`src/shared/twi_pkg.sv`:
```
// package: register map, fields, divider table and shared types
package twi_pkg;
	// ------------------------------------------------------------
	// register byte addresses
	// ------------------------------------------------------------
	// own address format sits at word index 0x19d: its byte address is four times the index
	localparam logic [11:0] idx_own_address_format  = 12'h19d;
	localparam logic [11:0] addr_own_address_format = {idx_own_address_format[9:0], 2'b00};
	localparam logic [11:0] addr_ctrl      = 12'h1a0;
	localparam logic [11:0] addr_tx_buffer = 12'h1a4;
	localparam logic [11:0] addr_rx_buffer = 12'h1a8;
	localparam logic [11:0] addr_status    = 12'h1ac;
	localparam logic [11:0] addr_mask      = 12'h1b0;
	// ------------------------------------------------------------
	// fields
	// ------------------------------------------------------------
	localparam int          fs_bit        = 0;
	localparam int          sva_lsb       = 1;
	localparam logic [7:0]  oaf_reset     = 8'h00;
	localparam int          st_tx_empty   = 0;
	localparam int          st_rx_full    = 1;
	localparam int          st_addr_match = 2;
	localparam int          st_width      = 3;
	// ------------------------------------------------------------
	// divider table, f1 cycles per bus clock period
	// ------------------------------------------------------------
	localparam logic [9:0] div_table [16] = '{
		10'h01c, 10'h028, 10'h030, 10'h040, 10'h050, 10'h064, 10'h070, 10'h080,
		10'h038, 10'h050, 10'h060, 10'h080, 10'h0a0, 10'h0c8, 10'h0e0, 10'h100};
	localparam int clk_mhz = 200;

	typedef struct packed {
		logic       master_select;
		logic       transmit;
		logic       rate_double_bit;
		logic       rate_half_bit;
		logic [3:0] divider_code;
	} ctrl_t;

	typedef struct packed {
		logic i;
		logic o;
		logic oe;
	} pin_t;
endpackage

```
`src/verilog/byte_shifter.sv`:
```
// eight bit shift register, msb first
`timescale 1ns/1ps
module byte_shifter (
	// clock and reset
	input  wire logic       pclk,
	input  wire logic       presetn,
	// control
	input  wire logic       load,
	input  wire logic [7:0] load_data,
	input  wire logic       shift,
	input  wire logic       sin,
	// state
	output logic [7:0]      byte_shift_register,
	output logic            sout
);
	always_ff @(posedge pclk or negedge presetn) begin
		if (!presetn)
			byte_shift_register <= 8'h00;
		else if (load)
			byte_shift_register <= load_data;
		else if (shift)
			byte_shift_register <= {byte_shift_register[6:0], sin};
	end
	assign sout = byte_shift_register[7];
endmodule

```
`src/verilog/rate_gen.sv`:
```
// transfer clock divider with rate modifiers
`timescale 1ns/1ps
module rate_gen (
	// clock and reset
	input  wire logic       pclk,
	input  wire logic       presetn,
	// setting
	input  wire logic       run,
	input  wire logic [3:0] divider_code,
	input  wire logic       rate_double_bit,
	input  wire logic       rate_half_bit,
	// output
	output logic            scl_int,
	output logic            rise_pulse,
	output logic            fall_pulse
);
	import twi_pkg::*;
	logic [10:0] period;
	logic [10:0] cnt_reg;
	logic [10:0] half;

	always_comb begin
		// RULE_09 RULE_10: table divisor
		period = {1'b0, div_table[divider_code]};
		// RULE_11: double rate
		if (rate_double_bit && !rate_half_bit)
			period = {2'b00, div_table[divider_code][9:1]};
		// RULE_12: half rate
		else if (rate_half_bit && !rate_double_bit)
			period = {div_table[divider_code], 1'b0};
		half = {1'b0, period[10:1]};
	end

	// RULE_17: reload per period
	always_ff @(posedge pclk or negedge presetn) begin
		if (!presetn)
			cnt_reg <= 11'h000;
		else if (!run || cnt_reg >= period - 11'h001)
			cnt_reg <= 11'h000;
		else
			cnt_reg <= cnt_reg + 11'h001;
	end

	always_ff @(posedge pclk or negedge presetn) begin
		if (!presetn)
			scl_int <= 1'b1;
		else if (!run)
			scl_int <= 1'b1;
		else if (cnt_reg == 11'h000)
			scl_int <= 1'b0;
		else if (cnt_reg == half)
			scl_int <= 1'b1;
	end

	assign fall_pulse = run && cnt_reg == 11'h000 && scl_int;
	assign rise_pulse = run && cnt_reg == half && !scl_int;
endmodule

```
`src/verilog/twi_addr_shift_clock.sv`:
```
// own address, byte shifting and transfer clock of the two-wire unit
//
// Notes on behaviour
// RULE_01: framing select 0 is two-wire framing, 1 is clocked synchronous serial.
// RULE_02: own 7-bit address sits in bits 7..1, msb at bit 7.
// RULE_03: slave, two-wire: first frame upper seven bits matching address selects us.
// RULE_04: software picks an address no other slave on the bus uses.
// RULE_05: transmit loads tx buffer into shift register, shifts out on data line.
// RULE_06: receive copies shift register to rx buffer after a full byte.
// RULE_07: master select 0: clock taken from clock line, never driven.
// RULE_08: master select 1: clock made internally and driven on clock line.
// RULE_09: normal codes 0..7 divide f1 by 28,40,48,64,80,100,112,128.
// RULE_10: top code bit set divides by 56,80,96,128,160,200,224,256.
// RULE_11: doubling bit alone doubles the transfer rate.
// RULE_12: halving bit alone halves the transfer rate.
// RULE_13: tx empty flag sets when buffer moves into shift register.
// RULE_14: rx full flag sets when received byte moves into rx buffer.
// RULE_15: address match flag sets on matching first frame in slave receive.
// RULE_16: software never sets doubling and halving bits together.
// RULE_17: divider counter reloads each divisor count, one bus period each.
`timescale 1ns/1ps
module twi_addr_shift_clock (
	// apb slave
	input  wire logic        pclk,
	input  wire logic        presetn,
	input  wire logic        psel,
	input  wire logic        penable,
	input  wire logic        pwrite,
	input  wire logic [11:0] paddr,
	input  wire logic [31:0] pwdata,
	output logic      [31:0] prdata,
	output logic             pready,
	output logic             pslverr,
	// serial pins
	input  wire logic        scl_i,
	output logic             scl_o,
	output logic             scl_oe,
	input  wire logic        sda_i,
	output logic             sda_o,
	output logic             sda_oe,
	// interrupt
	output logic             irq
);
	import twi_pkg::*;

	typedef enum logic [1:0] {
		st_idle  = 2'b00,
		st_bits  = 2'b01,
		st_ack   = 2'b10
	} phase_t;

	// ------------------------------------------------------------
	// registers
	// ------------------------------------------------------------
	logic [7:0]          own_address_format_reg;
	ctrl_t               ctrl_reg;
	logic [7:0]          tx_buffer_reg;
	logic                tx_full_reg;
	logic [7:0]          rx_buffer_reg;
	logic [st_width-1:0] status_reg;
	logic [st_width-1:0] mask_reg;
	logic [31:0]         rd_next;
	logic                wr;
	logic                rd;
	logic                hit;

	assign wr      = psel && penable && pwrite;
	assign rd      = psel && penable && !pwrite;
	assign pready  = 1'b1;
	assign hit     = paddr == addr_own_address_format || paddr == addr_ctrl || paddr == addr_tx_buffer ||
	                 paddr == addr_rx_buffer || paddr == addr_status || paddr == addr_mask;
	assign pslverr = psel && penable && !hit;

	// ------------------------------------------------------------
	// serial clock source
	// ------------------------------------------------------------
	logic scl_int;
	logic int_rise;
	logic int_fall;
	logic scl_q_reg;
	logic scl_rise;
	logic scl_fall;
	logic framing_select;
	logic [6:0] own_slave_addr_bits;
	phase_t phase_reg;

	// RULE_01: framing bit
	assign framing_select      = own_address_format_reg[fs_bit];
	// RULE_02: address field
	assign own_slave_addr_bits = own_address_format_reg[7:sva_lsb];

	rate_gen u_rate (
		.pclk            (pclk),
		.presetn         (presetn),
		.run             (ctrl_reg.master_select && phase_reg != st_idle),
		.divider_code    (ctrl_reg.divider_code),
		.rate_double_bit (ctrl_reg.rate_double_bit),
		.rate_half_bit   (ctrl_reg.rate_half_bit),
		.scl_int         (scl_int),
		.rise_pulse      (int_rise),
		.fall_pulse      (int_fall)
	);

	always_ff @(posedge pclk or negedge presetn) begin
		if (!presetn)
			scl_q_reg <= 1'b1;
		else
			scl_q_reg <= scl_i;
	end

	// RULE_07: slave follows line
	// RULE_08: master uses divider and drives
	assign scl_rise = ctrl_reg.master_select ? int_rise : (scl_i && !scl_q_reg);
	assign scl_fall = ctrl_reg.master_select ? int_fall : (!scl_i && scl_q_reg);
	assign scl_o    = 1'b0;
	assign scl_oe   = ctrl_reg.master_select && !scl_int;

	// ------------------------------------------------------------
	// start detection, two-wire framing only
	// ------------------------------------------------------------
	logic sda_q_reg;
	logic start_det;
	always_ff @(posedge pclk or negedge presetn) begin
		if (!presetn)
			sda_q_reg <= 1'b1;
		else
			sda_q_reg <= sda_i;
	end
	assign start_det = !framing_select && scl_i && scl_q_reg && sda_q_reg && !sda_i;

	// ------------------------------------------------------------
	// byte sequencing
	// ------------------------------------------------------------
	logic [3:0] bit_cnt_reg;
	logic       first_frame_reg;
	logic       load_sr;
	logic       byte_done;
	logic [7:0] sr;
	logic       sr_out;
	logic       sda_drive_reg;
	logic       addressed_reg;

	// RULE_05: load tx buffer when starting a transmit byte
	assign load_sr   = ctrl_reg.transmit && tx_full_reg && phase_reg == st_idle &&
	                   (ctrl_reg.master_select || scl_fall);
	assign byte_done = phase_reg == st_bits && scl_rise && bit_cnt_reg == 4'h7;

	byte_shifter u_shift (
		.pclk                (pclk),
		.presetn             (presetn),
		.load                (load_sr),
		.load_data           (tx_buffer_reg),
		.shift               (phase_reg == st_bits && scl_rise),
		.sin                 (sda_i),
		.byte_shift_register (sr),
		.sout                (sr_out)
	);

	always_ff @(posedge pclk or negedge presetn) begin
		if (!presetn) begin
			phase_reg   <= st_idle;
			bit_cnt_reg <= 4'h0;
		end else if (start_det) begin
			phase_reg   <= st_bits;
			bit_cnt_reg <= 4'h0;
		end else begin
			case (phase_reg)
			st_idle: begin
				bit_cnt_reg <= 4'h0;
				if (load_sr || (!ctrl_reg.transmit && !ctrl_reg.master_select && scl_fall))
					phase_reg <= st_bits;
			end
			st_bits: begin
				if (scl_rise)
					bit_cnt_reg <= bit_cnt_reg + 4'h1;
				if (byte_done)
					phase_reg <= framing_select ? st_idle : st_ack;
			end
			st_ack: begin
				if (scl_rise)
					phase_reg <= st_idle;
			end
			default: phase_reg <= st_idle;
			endcase
		end
	end

	always_ff @(posedge pclk or negedge presetn) begin
		if (!presetn)
			first_frame_reg <= 1'b0;
		else if (start_det)
			first_frame_reg <= 1'b1;
		else if (byte_done)
			first_frame_reg <= 1'b0;
	end

	// ------------------------------------------------------------
	// data line drive
	// ------------------------------------------------------------
	// data driven low only, and changed only while the clock is low:
	// a change with the clock high would read as a start or stop on the bus
	always_ff @(posedge pclk or negedge presetn) begin
		if (!presetn)
			sda_drive_reg <= 1'b0;
		// RULE_05: slave first bit from buffer
		else if (load_sr && !ctrl_reg.master_select)
			sda_drive_reg <= !tx_buffer_reg[7];
		else if (scl_fall) begin
			if (phase_reg == st_bits && ctrl_reg.transmit)
				sda_drive_reg <= !sr_out;
			// RULE_03: addressed slave acknowledges
			else if (phase_reg == st_ack && addressed_reg && !ctrl_reg.transmit)
				sda_drive_reg <= 1'b1;
			else
				sda_drive_reg <= 1'b0;
		end
	end
	assign sda_o  = 1'b0;
	assign sda_oe = sda_drive_reg;

	// ------------------------------------------------------------
	// events
	// ------------------------------------------------------------
	logic               addr_match;
	logic               rx_store;
	logic [st_width-1:0] ev;
	// RULE_03: compare upper seven bits
	assign addr_match = byte_done && first_frame_reg && !framing_select && !ctrl_reg.master_select &&
	                    !ctrl_reg.transmit && sr[6:0] == own_slave_addr_bits;
	// RULE_06: full byte to rx buffer
	assign rx_store   = byte_done && !ctrl_reg.transmit;

	// selected until the next start on the bus
	always_ff @(posedge pclk or negedge presetn) begin
		if (!presetn)
			addressed_reg <= 1'b0;
		else if (start_det)
			addressed_reg <= 1'b0;
		else if (addr_match)
			addressed_reg <= 1'b1;
	end

	always_comb begin
		ev = '0;
		// RULE_13: tx empty on load
		ev[st_tx_empty]   = load_sr;
		// RULE_14: rx full on store
		ev[st_rx_full]    = rx_store;
		// RULE_15: address match
		ev[st_addr_match] = addr_match;
	end

	always_ff @(posedge pclk or negedge presetn) begin
		if (!presetn)
			rx_buffer_reg <= 8'h00;
		else if (rx_store)
			rx_buffer_reg <= {sr[6:0], sda_i};
	end

	// ------------------------------------------------------------
	// software registers
	// ------------------------------------------------------------
	always_ff @(posedge pclk or negedge presetn) begin
		if (!presetn) begin
			own_address_format_reg <= oaf_reset;
			ctrl_reg               <= '0;
			mask_reg               <= '0;
		end else if (wr) begin
			if (paddr == addr_own_address_format)
				own_address_format_reg <= pwdata[7:0];
			if (paddr == addr_ctrl)
				ctrl_reg <= pwdata[7:0];
			if (paddr == addr_mask)
				mask_reg <= pwdata[st_width-1:0];
		end
	end

	always_ff @(posedge pclk or negedge presetn) begin
		if (!presetn) begin
			tx_buffer_reg <= 8'h00;
			tx_full_reg   <= 1'b0;
		end else if (wr && paddr == addr_tx_buffer) begin
			tx_buffer_reg <= pwdata[7:0];
			tx_full_reg   <= 1'b1;
		end else if (load_sr)
			tx_full_reg <= 1'b0;
	end

	// set wins over write-one-to-clear
	always_ff @(posedge pclk or negedge presetn) begin
		if (!presetn)
			status_reg <= '0;
		else if (wr && paddr == addr_status)
			status_reg <= (status_reg & ~pwdata[st_width-1:0]) | ev;
		else
			status_reg <= status_reg | ev;
	end

	assign irq = |(status_reg & mask_reg);

	always_comb begin
		rd_next = 32'h0000_0000;
		case (paddr)
		addr_own_address_format: rd_next[7:0] = own_address_format_reg;
		addr_ctrl:               rd_next[7:0] = ctrl_reg;
		addr_tx_buffer:          rd_next[7:0] = tx_buffer_reg;
		addr_rx_buffer:          rd_next[7:0] = rx_buffer_reg;
		addr_status:             rd_next[st_width-1:0] = status_reg;
		addr_mask:               rd_next[st_width-1:0] = mask_reg;
		default:                 rd_next = 32'h0000_0000;
		endcase
	end

	// read data only valid in access phase
	assign prdata = rd ? rd_next : 32'h0000_0000;
endmodule
```
`config.mk`:
```
export PLATFORM = sky130hd
export DESIGN_NAME = twi_addr_shift_clock
export DESIGN_NICKNAME = d
export VERILOG_FILES = /design/src/shared/twi_pkg.sv /design/src/verilog/byte_shifter.sv /design/src/verilog/rate_gen.sv /design/src/verilog/twi_addr_shift_clock.sv
export SDC_FILE = /design/constraint.sdc
export NUM_CORES = 1
export LEC_CHECK = 0
export BUFFER_PORTS_ARGS = -buffer_cell sky130_fd_sc_hd__clkbuf_2
export CAP_MARGIN = 20
export CORE_MARGIN = 2
export CORE_UTILIZATION = 35
export CTS_BUF_LIST = sky130_fd_sc_hd__clkbuf_4 sky130_fd_sc_hd__clkbuf_8 sky130_fd_sc_hd__clkbuf_16
export CTS_CLUSTER_SIZE = 8
export DETAILED_ROUTE_END_ITERATION = 12
export SETUP_SLACK_MARGIN = 0.5
export SKIP_CTS_REPAIR_TIMING = 1
export SLEW_MARGIN = 40
export SYNTH_ARGS = -nofsm -noshare
export SYNTH_HDL_FRONTEND = slang
export SYNTH_SLANG_ARGS = --single-unit
```
`constraint.sdc`:
```
create_clock -name pclk -period 13 [get_ports pclk]
set_clock_uncertainty 0.15 [all_clocks]
set_input_delay 0 -clock pclk [delete_from_list [all_inputs] [get_ports pclk]]
set_output_delay 0 -clock pclk [all_outputs]
set_load 0.05 [all_outputs]
```
== Yosys cells after proc, flatten, opt, wreduce, memory -nomap -nowiden ==
Memories as Yosys holds them, arrays and structs flattened.
Cells that the tools add are included.

* Flip-flop bits (word level): 70
* Output and inout port bits: 39
* Word-level logic and storage cells: 158
* Bits in read-only memories: 160
* Memories: 1
* Input port bits: 51

* Bitwise operators: 6
* $add $sub $neg: 3
* Magnitude comparators: 2
* Equal/unequal tests: 16
* Mux-type cells: 35
* Reductions and logical operators: 74

{| class="wikitable"
|+ Memories
! name !! depth !! width !! rd ports !! clocked after Yosys merged registers in !! wr ports !! line !! source
|-
| (name not given) || 16 || 10 || 1 || 0 || 0 || rate_gen.sv:24 || <nowiki>period = {1'b0, div_table[divider_code]};</nowiki>
|}

{| class="wikitable"
|+ Operators by type and width
! kind !! count
|-
| $eq A12 B9 Y1 const B || 5
|-
| $logic_and A1 B1 Y1 || 37
|-
| $mux W11 || 3
|-
| $mux W8 || 3
|-
| $mux W10 || 2
|-
| $pmux W5 S4 || 1
|-
| $pmux W3 S6 || 1
|-
| $mux W1 || 15
|-
| $logic_not A1 Y1 || 14
|-
| $eq A12 B11 Y1 const B || 1
|-
| $ne A3 B3 Y1 const B || 4
|-
| $reduce_bool A2 Y1 || 6
|-
| $add A11 B1 Y11 const B || 1
|-
| $eq A11 B10 Y1 || 1
|-
| $ge A11 B11 Y1 || 1
|-
| $logic_not A11 Y1 || 1
|-
| $sub A11 B1 Y11 const B || 1
|-
| $mux W2 || 5
|-
| $logic_or A1 B1 Y1 || 8
|-
| $mux W4 || 2
|-
| $pmux W4 S2 || 1
|-
| $reduce_and A2 Y1 || 4
|-
| $eq A7 B7 Y1 || 1
|-
| $and A3 B3 Y3 || 2
|-
| 15 further kinds || 16
|}

== Depth between registers and ports, before layout ==
* Word-level depth: 19
* Gate-level depth with buffers: 17
* Gate-level depth less buffers: 17

== By module ==
Synthesis repeated with hierarchy kept, for this count alone.

* Cells, all modules: 517
* Area total of the unflattened synthesis: 5126.2 µm²

{| class="wikitable"
|+ Modules (own cells, without submodules)
! module !! times used !! seq. area each (µm²) !! area an instance (µm²) !! cells an instance
|-
| twi_addr_shift_clock || 1 || 1253.7 || 2890.3 || 253
|-
| rate_gen || 1 || 301.5 || 1855.5 || 229
|-
| byte_shifter || 1 || 200.2 || 380.4 || 35
|}

== Least setup slack after synthesis ==
No wires, ideal clock.

* Kind: flip-flop to flip-flop
* Start: register ctrl_reg[1] (netlist bit)
* End: register u_rate.cnt_reg[10]
* Period minus slack after synthesis: 4053 ps
* Required time: 12695 ps
* Setup time: 155 ps
* Path slack: 8947 ps
* Path buffers: 0
* Cell stages (with the launch flop): 14
* Arrival: 3748 ps
* Cells stage by stage: dfrtp_1 > inv_1 > ha_1 > or3b_1 > a311oi_2 > a211oi_1 > nor4_1 > o2111ai_1 > or3_1 > and2_1 > ha_1 > inv_1 > nor3b_1 > nor3_1

* Cells in the longest elaborated chain, start to end: 10

{| class="wikitable"
|+ Ends and longest elaborated chain
! item !! line !! source
|-
| from (decl) || twi_addr_shift_clock.sv:56 || <nowiki>ctrl_t ctrl_reg;</nowiki>
|-
| from (signal assigned) || twi_addr_shift_clock.sv:272 || <nowiki>ctrl_reg <= pwdata[7:0];</nowiki>
|-
| $not A4 Y5 (implied by the code) * || rate_gen.sv:24, rate_gen.sv:27, rate_gen.sv:30 ||
|-
| $mem_v2 Z16 W10 * || n/a ||
|-
| $mux W10 (implied by the code) * (2 in series) || rate_gen.sv:24 ||
|-
| $mux W11 || rate_gen.sv:29 || <nowiki>else if (rate_half_bit && !rate_double_bit)</nowiki>
|-
| $mux W11 * || rate_gen.sv:26 || <nowiki>if (rate_double_bit && !rate_half_bit)</nowiki>
|-
| $sub A11 B1 Y11 * || rate_gen.sv:38 || <nowiki>else if (!run || cnt_reg >= period - 11'h001)</nowiki>
|-
| $ge A11 B11 Y1 * || rate_gen.sv:38 ||
|-
| $logic_or A1 B1 Y1 * || rate_gen.sv:38 ||
|-
| $mux W11 * || rate_gen.sv:38 ||
|-
| to (signal assigned) || rate_gen.sv:41 || <nowiki>cnt_reg <= cnt_reg + 11'h001;</nowiki>
|-
| to (decl) || rate_gen.sv:19 || <nowiki>logic [10:0] cnt_reg;</nowiki>
|}

Every way passes the cells marked *; elsewhere a longest branch is shown, timed or not. The select of a mux whose other input is x is not followed.
A chain may end at the register's enable or synchronous reset.

== Final worst setup path ==
* Start: register ctrl_reg[1] (netlist bit)
* End: register u_rate.cnt_reg[7]

The elaborated chain is that of the path after synthesis.

==> out/metrics.yaml <==
timing:
  final.setup.tns_ps: 0
  max_freq_mhz: 215
  grt_setup_unrepaired: "false"
  relSlewSlack_pct: 46.5
  hold_violations: 0
  worst_slew_pin_slew_ps: 802
  drv_slew: 0
  fin_crit_ps: 4650
  setup_viol: 0
  post-route-period-util_pct: 35.7
  hold_ws_ps: 30.8
global_route:
  grtUsageTotal_pct: 16.7
  grt_remaining_overflow: 0
  grt_pass1_wl_mm: 21.5
  grt_start_max_net_pins: 71
  grt_pass1_vias: 4201
  antenna_found_initial: 0
power_and_ir_drop:
  power.internal_uw: 449
  powerDensity_mw_per_mm2: 104
  peakVddDrop_mv: 0.0752
  cellLeakagePower_nw: 2.64
  power_frac_clock_pct: 44.6
  switchingPower_uw: 158
  sw_frac_of_total_pct: 26.0
  power_frac_seq_pct: 42.1
  p_comb_share_pct: 13.3
floorplanning:
  dieWidth_microns: 125
  num_rows: 44
  ios: 90
  dieArea_sq_mm: 0.0157
  initial_core_util_pct: 35.6
  core_area_sq_mm: 0.0144
  die-height_microns: 125
synthesis:
  ys_seq_area_share_pct: 34.2
  synth_seq_cells: 70
  synth-edff-count: 0
  synthArstFlopShare_pct: 100
  synthFlopType: "dfrtp_1"
  mappedNetlistArea_sq_mm: 0.00514
  ys_types: 72
  syn_inst: 567
  syn_area_per_cell_sq_um: 9.06
  ys_warn_count: 0
final_layout:
  nets: 677
  fill_cells: 1447
  num_antenna_cells: 0
  layout_common_cells: "dfrtp_1, nand2_1, clkbuf_2, o21ai_0, nor2_1"
  design_area_sq_mm: 0.00584
  largest_reg_flops: 11
  syn_to_final_growth_pct: 13.7
  drive_gt1_share_pct: 19.0
  layout_commonest_cell: "dfrtp_1"
clocking:
  cts.sinks: 70
  cts_root_buf: "clkbuf_16"
  path_clk_slew_ps: 60
  cts_tree: "yes"
  h-tree-depth: 3
  cts_buffer_depth: 2
  numCtsBuffers: 9
  clock_latency_ps: 330
setup_path:
  reg2reg_from: "ctrl_reg[1]"
  crit_chain: "inv_1 -> ha_1 -> or3b_1 -> a311oi_2 -> a211oi_1 -> nor4_1 -> o2111ai_1 -> or3_1 -> and2_1 -> ha_1 -> inv_1 -> nor3b_2 -> nor3_1"
  worstPathMaxFanout: 10
  cp_slowest_stage_delay_ps: 620
  r2r_slack_ps: 8350
  start_kind: "register"
  r2r.worst_path.cells: 13
  worstSetupStartpoint: "ctrl_reg[1]"
  worst_r2r_endpoint: "u_rate.cnt_reg[7]"
  crit_type: "register to register"
  worstSetupEndpointType: "register"
  critPathSlowestCell: "nor4_1"
  worstPathArrival_ps: 4680
  cp-endpoint: "u_rate.cnt_reg[7]"
  required_ps: 13030
route:
  drc: 0
  wl_per_cell_microns: 16.6
  routed_wl_mm: 13.2
  drtIter0Drc: 242
  via_count: 4472
  detail-route-antenna-nets: 0
  dr.pass1.iters: 5
  viasPerCell: 5.63
placed_design:
  gp_congestion: 0.828
  dp_hpwl_mm: 9.48
  portBuffers: 38
  placedInstanceArea_sq_mm: 0.00540
hold_path:
  hold_class: "primary input to register"
  hp-start: "paddr[4]"
outcome:
  status: "finished, final reports clean"
job:
  maxCapViolations: 0
==> area by class of cell <==
class | count | area [sq um] | area share [%]
Inverter | 15 | 56.3 | 0.964
Clock inverter | 3 | 67.6 | 1.16
Clock buffer | 13 | 262 | 4.48
Multi-Input combinational cell | 456 | 3130 | 53.5
Timing Repair Buffer | 54 | 342 | 5.85
Sequential cell | 70 | 1760 | 30.1
Tap cell | 184 | 230 | 3.94
==> metal layers <==
metal	wire length, microns	track usage [%]	part of all wire (%)
met1	5910	22.2	45
met2	6460	28.1	49
met3	636	3.29	4.8
met4	171	4.25	1.3
met5	0	0	0
==> cell usage after synthesis (8+ instances only) <==
cell type | n | area [sq um]
nand2_1 | 44 | 165
buf_4 | 31 | 233
dfrtp_1 | 67 | 1680
xor2_1 | 15 | 131
mux2_4 | 8 | 120
a22oi_1 | 20 | 150
nand4_1 | 19 | 119
a211oi_1 | 8 | 60.1
inv_1 | 13 | 48.8
nor3_1 | 26 | 130
ha_1 | 20 | 250
nor2b_1 | 10 | 62.6
nand3_1 | 21 | 105
o21ai_0 | 31 | 155
xnor2_1 | 11 | 96.3
clkbuf_1 | 15 | 56.3
a21oi_1 | 24 | 120
nand2b_1 | 10 | 62.6
mux2_2 | 24 | 270
nor2_1 | 30 | 113
==> cell families (layout without fill, tap and decap cells) <==
logic type,count (synthesis),count (layout),share of synthesized area [%]
compound gates,135,135,18.2
xor+xnor,26,26,4.43
fa+ha+maj,20,20,4.87
buf+inv,66,85,7.18
flops,70,70,34.2
mux,35,35,8.18
other cells,2,27,0.146
simple gates,213,213,22.8
==> per-stage QoR <==
stage          setup slack (ps)  instances  total power, mW  utilization, %
2_1_floorplan              8950        592            0.319               -
3_3_place_gp               8070        768            0.334            37.3
3_5_place_dp               8320        768            0.336            37.4
4_1_cts                    8290        784            0.608            39.7
5_1_grt                    8030        795            0.636            40.5
6_report                   8350        795            0.606            40.5
==> power groups by stage <==
stage                     registers [mW]  logic (mW)  clock network, mW
final                              0.255      0.0807              0.270
after floorplan                    0.252      0.0669                  0
after detailed placement           0.259      0.0777                  0
after CTS                          0.255      0.0784              0.274
after global placement             0.258      0.0763                  0
after global routing               0.258      0.0899              0.288
==> critical path: cells and delay by family, from the launching register on <==
kind	cells	cell delay (ps)
fa+ha+maj	2	520
simple gates	6	2210
flops	1	570
compound gates	3	800
buf+inv	2	240
==> how the worst min path moves through the flow <==
stage	cells past startpoint	to	slack, ps
floorplan	0	addressed_reg	-450
global route	3	tx_full_reg	40
global placement	1	scl_q_reg	-20
CTS	2	status_reg[0]	-350
detailed placement	1	scl_q_reg	-8
finish	3	tx_full_reg	30
Note: power is estimated with default switching activity, not from simulation.
